<file path="src/common/switch_policy_pkg.sv">
// Shared constants and types for the switch-wide frame policy register bank.
// Assumes a single 25 MHz core clock and byte-wide management registers.
package switch_policy_pkg;

   localparam logic [7:0]  ADDR_CTRL_A        = 8'h03;
   localparam logic [7:0]  ADDR_CTRL_B        = 8'h04;
   localparam logic [7:0]  READ_UNMAPPED      = 8'h00;

   localparam int          A_PASS_ALL_BIT     = 7;
   localparam int          A_RSVD_BIT         = 6;
   localparam int          A_PAUSE_TX_BIT     = 5;
   localparam int          A_PAUSE_RX_BIT     = 4;
   localparam int          A_LEN_CHECK_BIT    = 3;
   localparam int          A_AGING_BIT        = 2;
   localparam int          A_FAST_AGE_BIT     = 1;
   localparam int          A_AGGR_BACKOFF_BIT = 0;
   localparam int          B_VLAN_DISCARD_BIT = 7;

   localparam logic [7:0]  CTRL_A_RESET       = 8'h30;
   localparam logic [7:0]  CTRL_B_RESET       = 8'h80;
   localparam logic [7:0]  CTRL_B_WRITE_MASK  = 8'h80;

   localparam logic [15:0] LEN_TYPE_LIMIT     = 16'h05dc;

   localparam longint      CLK_HZ             = 25000000;
   localparam longint      AGE_NORMAL_S       = 200;
   localparam longint      AGE_FAST_US        = 800;
   localparam longint      US_PER_S           = 1000000;
   localparam longint      AGE_NORMAL_CYCLES  = AGE_NORMAL_S * CLK_HZ;
   localparam longint      AGE_FAST_CYCLES    = (AGE_FAST_US * CLK_HZ) / US_PER_S;
   localparam int          AGE_CNT_W          = 33;

   typedef struct packed {
      logic        valid;
      logic        has_error;
      logic [15:0] len_type;
      logic [15:0] actual_len;
      logic        known_unicast;
      logic        cross_vlan;
   } frame_desc_t;

   typedef struct packed {
      logic valid;
      logic forward;
   } verdict_t;

endpackage

</file>
<file path="src/hw/switch_global_control_regs.sv">
// Switch-wide frame policy control registers and the decisions they steer.
// Assumes the management port and frame descriptors are on REF_CLK; the strap pin is asynchronous.
//
// Operation
// - Errored frames are forwarded only with pass-all set and sniffer mode active.
// - Transmit pause cleared blocks all PAUSE generation; resets to one.
// - Receive pause cleared ignores received PAUSE frames; resets to one.
// - Length check drops frames whose Length/Type below 1500 mismatches actual length.
// - Aging enable gates address aging; resets to inverse of sampled strap.
// - Aggressive back-off selects non-standard half-duplex back-off; resets to zero.
// - VLAN discard set blocks all crossings; cleared lets known unicast cross.
`timescale 1ns/1ns
`default_nettype none
module switch_global_control_regs #(
   parameter logic [switch_policy_pkg::AGE_CNT_W-1:0] NORMAL_AGE_CYCLES =
      switch_policy_pkg::AGE_CNT_W'(switch_policy_pkg::AGE_NORMAL_CYCLES),
   parameter logic [switch_policy_pkg::AGE_CNT_W-1:0] FAST_AGE_CYCLES   =
      switch_policy_pkg::AGE_CNT_W'(switch_policy_pkg::AGE_FAST_CYCLES)
) (
   input  wire logic                           REF_CLK,
   input  wire logic                           SYS_RST,
   input  wire logic                           AGING_DEFAULT_STRAP_PIN,
   input  wire logic [7:0]                     REG_ADDR,
   input  wire logic                           REG_WR,
   input  wire logic [7:0]                     REG_WDATA,
   input  wire logic                           REG_RD,
   output logic      [7:0]                     REG_RDATA,
   input  wire logic                           SNIFFER_MODE_ACTIVE,
   input  wire switch_policy_pkg::frame_desc_t FRAME_IN,
   output switch_policy_pkg::verdict_t         VERDICT,
   input  wire logic                           PAUSE_TX_REQ,
   output logic                                PAUSE_TX_GO,
   input  wire logic                           PAUSE_RX_SEEN,
   output logic                                PAUSE_RX_APPLY,
   output logic                                AGING_ENABLE,
   output logic                                AGE_TICK,
   output logic                                AGGR_BACKOFF_EN
);
   import switch_policy_pkg::*;

   logic       strap_s1_q;
   logic       strap_s2_q;
   logic [7:0] ctrl_a_q;
   logic [7:0] ctrl_a_d;
   logic [7:0] ctrl_b_q;
   logic [7:0] ctrl_b_d;
   logic [7:0] rdata_d;
   verdict_t   verdict_d;
   logic       pause_tx_d;
   logic       pause_rx_d;
   logic       drop_err;
   logic       drop_len;
   logic       drop_vlan;

   // Strap synchroniser runs through reset so the level is settled at release.
   always_ff @(posedge REF_CLK) begin
      strap_s1_q <= AGING_DEFAULT_STRAP_PIN;
      strap_s2_q <= strap_s1_q;
   end

   // Register writes; other addresses leave the fields unchanged.
   always_comb begin
      ctrl_a_d = ctrl_a_q;
      ctrl_b_d = ctrl_b_q;
      rdata_d  = REG_RDATA;
      if (REG_WR && (REG_ADDR == ADDR_CTRL_A)) begin
         ctrl_a_d = REG_WDATA;
      end
      if (REG_WR && (REG_ADDR == ADDR_CTRL_B)) begin
         ctrl_b_d = REG_WDATA & CTRL_B_WRITE_MASK;
      end
      if (REG_RD) begin
         case (REG_ADDR)
            ADDR_CTRL_A: rdata_d = ctrl_a_q;
            ADDR_CTRL_B: rdata_d = ctrl_b_q;
            default:     rdata_d = READ_UNMAPPED;
         endcase
      end
   end

   always_ff @(posedge REF_CLK) begin
      if (SYS_RST) begin
         ctrl_a_q              <= CTRL_A_RESET;
         ctrl_a_q[A_AGING_BIT] <= ~strap_s2_q;
         ctrl_b_q              <= CTRL_B_RESET;
         REG_RDATA             <= READ_UNMAPPED;
      end else begin
         ctrl_a_q  <= ctrl_a_d;
         ctrl_b_q  <= ctrl_b_d;
         REG_RDATA <= rdata_d;
      end
   end

   // Per-frame verdict, one cycle after the descriptor.
   always_comb begin
      drop_err  = FRAME_IN.has_error && !(ctrl_a_q[A_PASS_ALL_BIT] && SNIFFER_MODE_ACTIVE);
      drop_len  = ctrl_a_q[A_LEN_CHECK_BIT] && (FRAME_IN.len_type < LEN_TYPE_LIMIT)
                  && (FRAME_IN.len_type != FRAME_IN.actual_len);
      drop_vlan = FRAME_IN.cross_vlan
                  && (ctrl_b_q[B_VLAN_DISCARD_BIT] || !FRAME_IN.known_unicast);
      verdict_d.valid   = FRAME_IN.valid;
      verdict_d.forward = FRAME_IN.valid && !drop_err && !drop_len && !drop_vlan;
      pause_tx_d = PAUSE_TX_REQ && ctrl_a_q[A_PAUSE_TX_BIT];
      pause_rx_d = PAUSE_RX_SEEN && ctrl_a_q[A_PAUSE_RX_BIT];
   end

   always_ff @(posedge REF_CLK) begin
      if (SYS_RST) begin
         VERDICT         <= '0;
         PAUSE_TX_GO     <= 1'b0;
         PAUSE_RX_APPLY  <= 1'b0;
         AGING_ENABLE    <= 1'b0;
         AGGR_BACKOFF_EN <= 1'b0;
      end else begin
         VERDICT         <= verdict_d;
         PAUSE_TX_GO     <= pause_tx_d;
         PAUSE_RX_APPLY  <= pause_rx_d;
         AGING_ENABLE    <= ctrl_a_q[A_AGING_BIT];
         AGGR_BACKOFF_EN <= ctrl_a_q[A_AGGR_BACKOFF_BIT];
      end
   end

   age_tick_gen #(
      .NORMAL_CYCLES (NORMAL_AGE_CYCLES),
      .FAST_CYCLES   (FAST_AGE_CYCLES)
   ) u_age (
      .clk    (REF_CLK),
      .rst    (SYS_RST),
      .enable (ctrl_a_q[A_AGING_BIT]),
      .fast   (ctrl_a_q[A_FAST_AGE_BIT]),
      .tick_q (AGE_TICK)
   );

   pass_all_gate_a: assert property (@(posedge REF_CLK) disable iff (SYS_RST)
      VERDICT.forward && $past(FRAME_IN.has_error)
      |-> $past(ctrl_a_q[A_PASS_ALL_BIT]) && $past(SNIFFER_MODE_ACTIVE))
      else $error("Errored frame forwarded without pass-all in sniffer mode.");

   pause_tx_gate_a: assert property (@(posedge REF_CLK) disable iff (SYS_RST)
      !$past(SYS_RST) |-> PAUSE_TX_GO == ($past(PAUSE_TX_REQ) && $past(ctrl_a_q[A_PAUSE_TX_BIT])))
      else $error("Pause generation does not follow its enable.");

   pause_rx_gate_a: assert property (@(posedge REF_CLK) disable iff (SYS_RST)
      !$past(SYS_RST) |-> PAUSE_RX_APPLY == ($past(PAUSE_RX_SEEN) && $past(ctrl_a_q[A_PAUSE_RX_BIT])))
      else $error("Received pause handling does not follow its enable.");

   length_drop_a: assert property (@(posedge REF_CLK) disable iff (SYS_RST)
      FRAME_IN.valid && ctrl_a_q[A_LEN_CHECK_BIT] && (FRAME_IN.len_type < LEN_TYPE_LIMIT)
      && (FRAME_IN.len_type != FRAME_IN.actual_len) |=> VERDICT.valid && !VERDICT.forward)
      else $error("Length mismatch frame was not dropped.");

   strap_default_a: assert property (@(posedge REF_CLK)
      !SYS_RST && $past(SYS_RST) |-> ctrl_a_q[A_AGING_BIT] == !$past(strap_s2_q))
      else $error("Aging default is not the inverted strap level.");

   aging_off_a: assert property (@(posedge REF_CLK) disable iff (SYS_RST)
      AGE_TICK |-> $past(ctrl_a_q[A_AGING_BIT]))
      else $error("Aging tick while aging disabled.");

   backoff_follow_a: assert property (@(posedge REF_CLK) disable iff (SYS_RST)
      REG_WR && (REG_ADDR == ADDR_CTRL_A)
      |-> ##2 AGGR_BACKOFF_EN == $past(REG_WDATA[A_AGGR_BACKOFF_BIT], 2))
      else $error("Back-off enable did not follow the write.");

   vlan_cross_a: assert property (@(posedge REF_CLK) disable iff (SYS_RST)
      VERDICT.forward && $past(FRAME_IN.cross_vlan)
      |-> !$past(ctrl_b_q[B_VLAN_DISCARD_BIT]) && $past(FRAME_IN.known_unicast))
      else $error("Frame crossed a port-VLAN boundary illegally.");

   field_hold_a: assert property (@(posedge REF_CLK) disable iff (SYS_RST)
      !REG_WR |=> $stable(ctrl_a_q) && $stable(ctrl_b_q))
      else $error("Control field changed without a write.");

   read_back_a: assert property (@(posedge REF_CLK) disable iff (SYS_RST)
      REG_WR && (REG_ADDR == ADDR_CTRL_A) ##1 REG_RD && (REG_ADDR == ADDR_CTRL_A) && !REG_WR
      |=> REG_RDATA == $past(REG_WDATA, 2))
      else $error("Read back differs from last write.");

endmodule
`default_nettype wire

</file>
<file path="src/hw/age_tick_gen.sv">
// Address-table aging tick generator with a normal and a fast period.
// Assumes enable and fast come from registers on the same clock.
`timescale 1ns/1ns
`default_nettype none
module age_tick_gen #(
   parameter logic [switch_policy_pkg::AGE_CNT_W-1:0] NORMAL_CYCLES =
      switch_policy_pkg::AGE_CNT_W'(switch_policy_pkg::AGE_NORMAL_CYCLES),
   parameter logic [switch_policy_pkg::AGE_CNT_W-1:0] FAST_CYCLES   =
      switch_policy_pkg::AGE_CNT_W'(switch_policy_pkg::AGE_FAST_CYCLES)
) (
   input  wire logic clk,
   input  wire logic rst,
   input  wire logic enable,
   input  wire logic fast,
   output logic      tick_q
);
   import switch_policy_pkg::*;

   localparam logic [AGE_CNT_W-1:0] CNT_ONE = AGE_CNT_W'(1);

   logic [AGE_CNT_W-1:0] cnt_q;
   logic [AGE_CNT_W-1:0] cnt_d;
   logic [AGE_CNT_W-1:0] period;
   logic                 tick_d;

   // A fast request shortens the running cycle at once.
   always_comb begin
      period = fast ? FAST_CYCLES : NORMAL_CYCLES;
      cnt_d  = '0;
      tick_d = 1'b0;
      if (enable) begin
         if (cnt_q >= period - CNT_ONE) begin
            tick_d = 1'b1;
         end else begin
            cnt_d = cnt_q + CNT_ONE;
         end
      end
   end

   always_ff @(posedge clk) begin
      if (rst) begin
         cnt_q  <= '0;
         tick_q <= 1'b0;
      end else begin
         cnt_q  <= cnt_d;
         tick_q <= tick_d;
      end
   end

endmodule
`default_nettype wire

</file>
<file path="config.mk">
export PLATFORM = sky130hd
export DESIGN_NAME = switch_global_control_regs
export DESIGN_NICKNAME = d
export VERILOG_FILES = /design/src/common/switch_policy_pkg.sv /design/src/hw/switch_global_control_regs.sv /design/src/hw/age_tick_gen.sv
export SDC_FILE = /design/constraint.sdc
export NUM_CORES = 1
export LEC_CHECK = 0
export BUFFER_PORTS_ARGS = -buffer_cell sky130_fd_sc_hd__buf_2
export CAP_MARGIN = 10
export CELL_PAD_IN_SITES_DETAIL_PLACEMENT = 1
export CELL_PAD_IN_SITES_GLOBAL_PLACEMENT = 1
export CORE_ASPECT_RATIO = 1.4
export CORE_MARGIN = 4
export CORE_UTILIZATION = 43
export CTS_CLUSTER_SIZE = 24
export DETAILED_ROUTE_END_ITERATION = 6
export GPL_TIMING_DRIVEN = 0
export PLACE_DENSITY_LB_ADDON = 0.08
export RECOVER_POWER = 50
export SYNTH_ARGS = -nofsm -noshare
export SYNTH_HDL_FRONTEND = slang
export SYNTH_SLANG_ARGS = --single-unit
</file>
<file path="constraint.sdc">
create_clock -name REF_CLK -period 5.9 [get_ports REF_CLK]
set_input_delay 0.59 -clock REF_CLK [delete_from_list [all_inputs] [get_ports REF_CLK]]
set_output_delay 0.59 -clock REF_CLK [all_outputs]
set_load 0.005 [all_outputs]
</file>
Word-level counts from Yosys, hierarchy flattened
Index checks and enable logic that the tools add are counted.
{"block": "totals", "mem_bits_ro": 0, "register_bits": 59, "word_cells": 49, "latchBits": 0, "ramBits": 0, "memories": 0}
{"block": "classes", "mux": 5, "multipliers": 0, "shift": 0, "eq_ne": 3, "n_addsub": 2, "n_bitwise": 2, "div": 0, "reduce_logical": 21, "order_cmp": 2}
{"operator": "adder 33 x 1 -> 33 bit (second input constant)", "n": 1}
{"operator": "greater-or-equal comparator 33 bit", "n": 1}
{"operator": "two-way mux 33 bit", "n": 1}
{"operator": "subtractor 33 x 1 -> 33 bit (second input constant)", "n": 1}
{"operator": "< comparator 16 x 11 -> 1 bit (second input constant)", "n": 1}
{"operator": "inequality test 16 bit", "n": 1}
{"operator": "case mux 8 bit (2 select lines)", "n": 1}
{"operator": "logical AND 1 bit", "n": 12}
{"operator": "equality test 8 x 2 -> 1 bit (second input constant)", "n": 1}
{"operator": "equality test 8 x 3 -> 1 bit (second input constant)", "n": 1}
{"operator": "two-way mux 3 bit", "n": 2}
{"operator": "zero test 1 bit", "n": 5}
{"operator": "OR reduction 3 bit", "n": 1}
{"operator": "inverter 1 bit", "n": 2}
{"operator": "nonzero test 2 bit", "n": 1}
{"operator": "OR reduction 2 bit", "n": 1}
{"operator": "logical OR 1 bit", "n": 1}
{"operator": "two-way mux 1 bit", "n": 1}

Logic depth before layout (Yosys ltp)
{"block": "depth", "ltp_word": 7, "depth_mapped": 8, "depth_no_buf": 7}

By module
Synthesis repeated with hierarchy kept, for this count alone.
{"block": "hier_totals", "hier_cells": 335, "area_unflattened_um2": 3238.1}
{"mod": "age_tick_gen", "seq_area_each_um2": 680.7, "cells_per_inst": 216, "instances": 1, "area_per_inst_um2": 2107.0}
{"mod": "switch_global_control_regs", "seq_area_each_um2": 510.5, "cells_per_inst": 119, "instances": 1, "area_per_inst_um2": 1131.1}

Worst setup path after synthesis
Ideal clock, no wire load.
{"block": "synth_path", "path_type": "register to register", "start": "reg ctrl_a_q[1]", "end": "reg u_age.cnt_q[10]", "stages_incl_launch_ff": 8, "arrival_ns": 2.026, "n_path_buf": 1, "synth_period_minus_slack_ns": 2.158, "slack_ns": 3.742, "t_required_ns": 5.768, "path_cell_list": "dfxtp_1 > ha_1 > or4bb_1 > and4bb_2 > o211ai_1 > nand3_2 > buf_2 > nor3_1"}
{"block": "synth_between", "elab_chain_cells": 4}
{"element": "from (decl)", "line": "switch_global_control_regs.sv:43", "source": "logic [7:0] ctrl_a_q;"}
{"element": "from (signal, indexed assignment)", "line": "switch_global_control_regs.sv:84", "source": "ctrl_a_q[A_AGING_BIT] <= ~strap_s2_q;"}
{"element": "from (signal assigned)", "line": "switch_global_control_regs.sv:88", "source": "ctrl_a_q <= ctrl_a_d;"}
{"element": "two-way mux 33 bit", "line": "age_tick_gen.sv:28", "source": "period = fast ? FAST_CYCLES : NORMAL_CYCLES;"}
{"element": "subtractor 33 x 1 -> 33 bit", "line": "age_tick_gen.sv:32", "source": "if (cnt_q >= period - CNT_ONE) begin"}
{"element": "greater-or-equal comparator 33 bit", "line": "age_tick_gen.sv:32"}
{"element": "OR reduction 3 bit (no line)"}
{"element": "to (signal assigned)", "line": "age_tick_gen.sv:45", "source": "cnt_q <= cnt_d;"}
{"element": "to (decl)", "line": "age_tick_gen.sv:21", "source": "logic [AGE_CNT_W-1:0] cnt_q;"}
No other way between the ends.
A chain may end at the register's enable or synchronous reset.

Worst setup path in the final report
{"block": "layout_path", "start": "in REG_ADDR[4]", "end": "reg ctrl_a_q[4]"}
{"block": "layout_between", "elab_chain_cells": 2}
{"element": "from (decl)", "line": "switch_global_control_regs.sv:23", "source": "input wire logic [7:0] REG_ADDR,"}
{"element": "equality test 8 x 2 -> 1 bit", "line": "switch_global_control_regs.sv:66", "source": "if (REG_WR && (REG_ADDR == ADDR_CTRL_A)) begin"}
{"element": "logical AND 1 bit", "line": "switch_global_control_regs.sv:66"}
No other way between the ends.

==> impl_metrics.py <==
metrics = {
    "run_status": {
        "status": "finished, final reports clean",
    },
    "sta": {
        "clock_skew_ps": 9.63,
        "tns_ps": 0,
        "slew_viol_final": 0,
        "rsz0062_at_grt": "false",
        "worst_pin_slew_ps": 1270,
        "hold_viol": 0,
        "fin_crit_ps": 2880,
        "min_period_over_period": 0.489,
        "clock.fmax_mhz": 347,
        "maxSlewHeadroom": 0.146,
        "finalSetupViolations": 0,
    },
    "grt": {
        "grt-busiest-layer": "met2",
        "met1_usage": 0.216,
        "antenna_found_initial": 0,
        "use_met3": 0.0625,
        "grtUsageTotal": 0.206,
        "grtUsageMet2": 0.386,
        "grt_overflow": 0,
        "grt_max_degree": 17,
        "grt_pass1_vias": 3073,
        "grt_pass1_wl_um": 14100,
    },
    "synthesis": {
        "synthSimpleGateAreaFrac": 0.307,
        "ys_types": 46,
        "synth_compound_area_frac": 0.0716,
        "ys_seq_area_frac": 0.387,
        "synth_xor_area_frac": 0.134,
        "synth_nets": 414,
        "avgSynthCellArea_um2": 9.12,
        "synthCells": 337,
        "yosys.area_share.adder": 0.0692,
        "async_reset_ff_frac": 0,
        "ys_ff_latch": 59,
        "synth_top_family_by_area": "simple AND/OR/NAND/NOR gates",
        "ys.flop_type": "dfxtp_1",
        "ys.warnings.count": 0,
        "synthMuxAreaShare": 0.00326,
        "synth-edff-count": 1,
        "syn-cell-area_mm2": 0.00307,
    },
    "drt": {
        "dr.first_iter.drc_count": 101,
        "wire_per_inst_um": 15.9,
        "post-route-drc-count": 0,
        "drtAntennaViolNets": 0,
        "avgViaCountPerCell": 5.35,
        "vias": 2793,
        "wl_um": 8280,
        "drt_pass1_iterations": 4,
    },
    "setup_path": {
        "crit_arrival_ps": 3110,
        "reg2reg_setup_slack_ps": 3110,
        "crit_buf_inv": 1,
        "r2r-start": "ctrl_a_q[1]$_SDFFE_PP0P_",
        "cp_slowest_stage_delay_ps": 1040,
        "path_cells": "buf_2 > or4_1 > nor4_1 > nand2_1 > a211o_1",
        "crit_path_end_kind": "flip-flop",
        "cp_top_family": "simple AND/OR/NAND/NOR gates",
        "cp.required_ps": 6120,
        "r2r_end": "u_age.cnt_q[3]$_SDFF_PP0_",
        "startpoint_type": "input pin",
        "critPathMaxFanout": 8,
        "reg2regPathDepth": 8,
        "path_class": "input pin to flip-flop",
        "cp_slowest_cell": "nor4_1",
    },
    "floorplan": {
        "core_area_mm2": 0.00698,
        "ios": 75,
        "start_util": 0.440,
        "die_w_um": 79.5,
        "row_count": 36,
        "die_area_mm2": 0.00859,
        "chipHeight_um": 108,
    },
    "clocking": {
        "tritoncts": "built",
        "clock-root-buffer": "clkbuf_8",
        "clk_latency_ps": 340,
        "htreeDepth": 3,
        "cts_buffer_depth": 2,
        "numCtsBuffers": 9,
        "post_cts_buffers": 0,
        "ctsResizeCount": 0,
        "postCtsHoldBufs": 0,
        "cts.sinks": 59,
        "cts.clk_slew.worst_paths_ps": 80,
    },
    "cells_and_area": {
        "layout_common_cells": "buf_2 (62), dfxtp_1 (58), xor2_1 (40), nor3_1 (37), nand3_1 (29)",
        "layout_commonest_cell": "buf_2",
        "fin_cells": 522,
        "areaGrowthSynthToFinish_pct": 21.5,
        "nets": 499,
        "drive_gt1_frac": 0.206,
        "antennaDiodeCount": 0,
    },
    "power_and_ir_drop": {
        "p_leak_uw": 0.00150,
        "max-vdd-ir-drop_mv": 0.137,
        "power_density_mw_per_mm2": 229,
    },
    "worst_hold_path": {
        "hold_start": "strap_s1_q$_DFF_P_",
        "worstHoldEndpoint": "strap_s2_q$_DFF_P_",
        "hold_path_class": "flip-flop to flip-flop",
        "holdPathStages": 0,
    },
    "flow_run": {
        "max_cap_violations": 0,
    },
    "place": {
        "gp_congestion": 0.766,
        "dp.cells": 506,
        "port_buffers": 74,
        "place_hpwl_um": 6460,
    },
}
## power by group
group          total, µW  switching, µW  internal, µW  leakage (µW)
Combinational       50.2           25.6          24.5      0.000904
Sequential           404           1.48           403      0.000480
Clock                400            176           224      0.000112
## cells by family (layout without fill, tap and decap cells)
group,after synthesis,in the layout
AND/OR/NAND/NOR,158,158
flip-flops,59,59
XOR/XNOR,47,47
AO/OA/AOI/OAI,36,36
buffers and inverters,19,109
adder cells (fa/ha/maj),17,17
multiplexers,1,1
## cell usage after synthesis, types with 2 or more instances
library cell,number,share of area
a211o_1,2,0.0057
a21oi_1,18,0.029
a31oi_1,3,0.0061
and2_1,2,0.0041
and3_1,7,0.014
and3b_1,2,0.0057
and4_1,3,0.0085
buf_4,3,0.0073
clkbuf_1,9,0.011
dfxtp_1,58,0.38
ha_1,17,0.069
inv_1,6,0.0073
nand2_1,19,0.023
nand2b_1,11,0.022
nand3_1,29,0.047
nand4_1,16,0.033
nor2_1,9,0.011
nor2b_1,3,0.0061
nor3_1,37,0.060
nor3_2,2,0.0065
nor4_1,5,0.010
nor4_4,3,0.021
o21ai_0,4,0.0065
or4bb_1,2,0.0073
xnor2_1,7,0.020
xor2_1,40,0.11
## per-layer routing
layer	routed length [µm]	vias to the layer above
met5	0	-
met2	4460	62
met1	3230	1331
met4	108	0
met3	487	10
li1	-	1390
## sequential cells by signal, summed over array words and instances, names as in the netlist
name	cells
strap_s2_q	1
ctrl_a_q	8
u_age.cnt_q	33
PAUSE_RX_APPLY	1
REG_RDATA	8
PAUSE_TX_GO	1
u_age.tick_q	1
AGGR_BACKOFF_EN	1
strap_s1_q	1
VERDICT	2
AGING_ENABLE	1
ctrl_b_q	1
## worst max path at each step
stage / to / from / slack [ps] / depth (start not counted)
floorplan: u_age.cnt_q[10]$_SDFF_PP0_ / ctrl_a_q[1]$_SDFFE_PP0P_ / 3740 / 7
detailed placement: u_age.cnt_q[3]$_SDFF_PP0_ / ctrl_a_q[1]$_SDFFE_PP0P_ / 3160 / 8
finish: ctrl_a_q[4]$_SDFFE_PP1P_ / REG_ADDR[4] / 3020 / 5
global route: ctrl_a_q[4]$_SDFFE_PP1P_ / REG_ADDR[4] / 2730 / 5
global placement: u_age.cnt_q[4]$_SDFF_PP0_ / ctrl_a_q[1]$_SDFFE_PP0P_ / 3310 / 8
CTS: u_age.cnt_q[3]$_SDFF_PP0_ / ctrl_a_q[1]$_SDFFE_PP0P_ / 3120 / 8
## through the flow
stage | setup WS, ps | util | hold slack (ps) | power [µW] | cell area [µm²]
after floorplan | 3740 | - | 310 | 434 | 3070
after global placement | 3310 | 0.510 | 311 | 464 | 3560
after detailed placement | 3160 | 0.510 | 317 | 466 | 3560
after CTS | 3120 | 0.542 | 328 | 867 | 3780
after global routing | 2730 | 0.535 | 339 | 889 | 3730
final | 3020 | 0.535 | 330 | 855 | 3730
## layout make-up
type                            instances  area [µm²]
Timing Repair Buffer                   74         354
Inverter                                6        22.5
Buffer                                 13        57.6
Sequential cell                        59        1190
Clock inverter                          6        70.1
Fill cell                             881        3250
Multi-Input combinational cell        259        1770
Clock buffer                           10         149
Tap cell                               95         119
No activity file was read; power rests on OpenSTA's default activity.
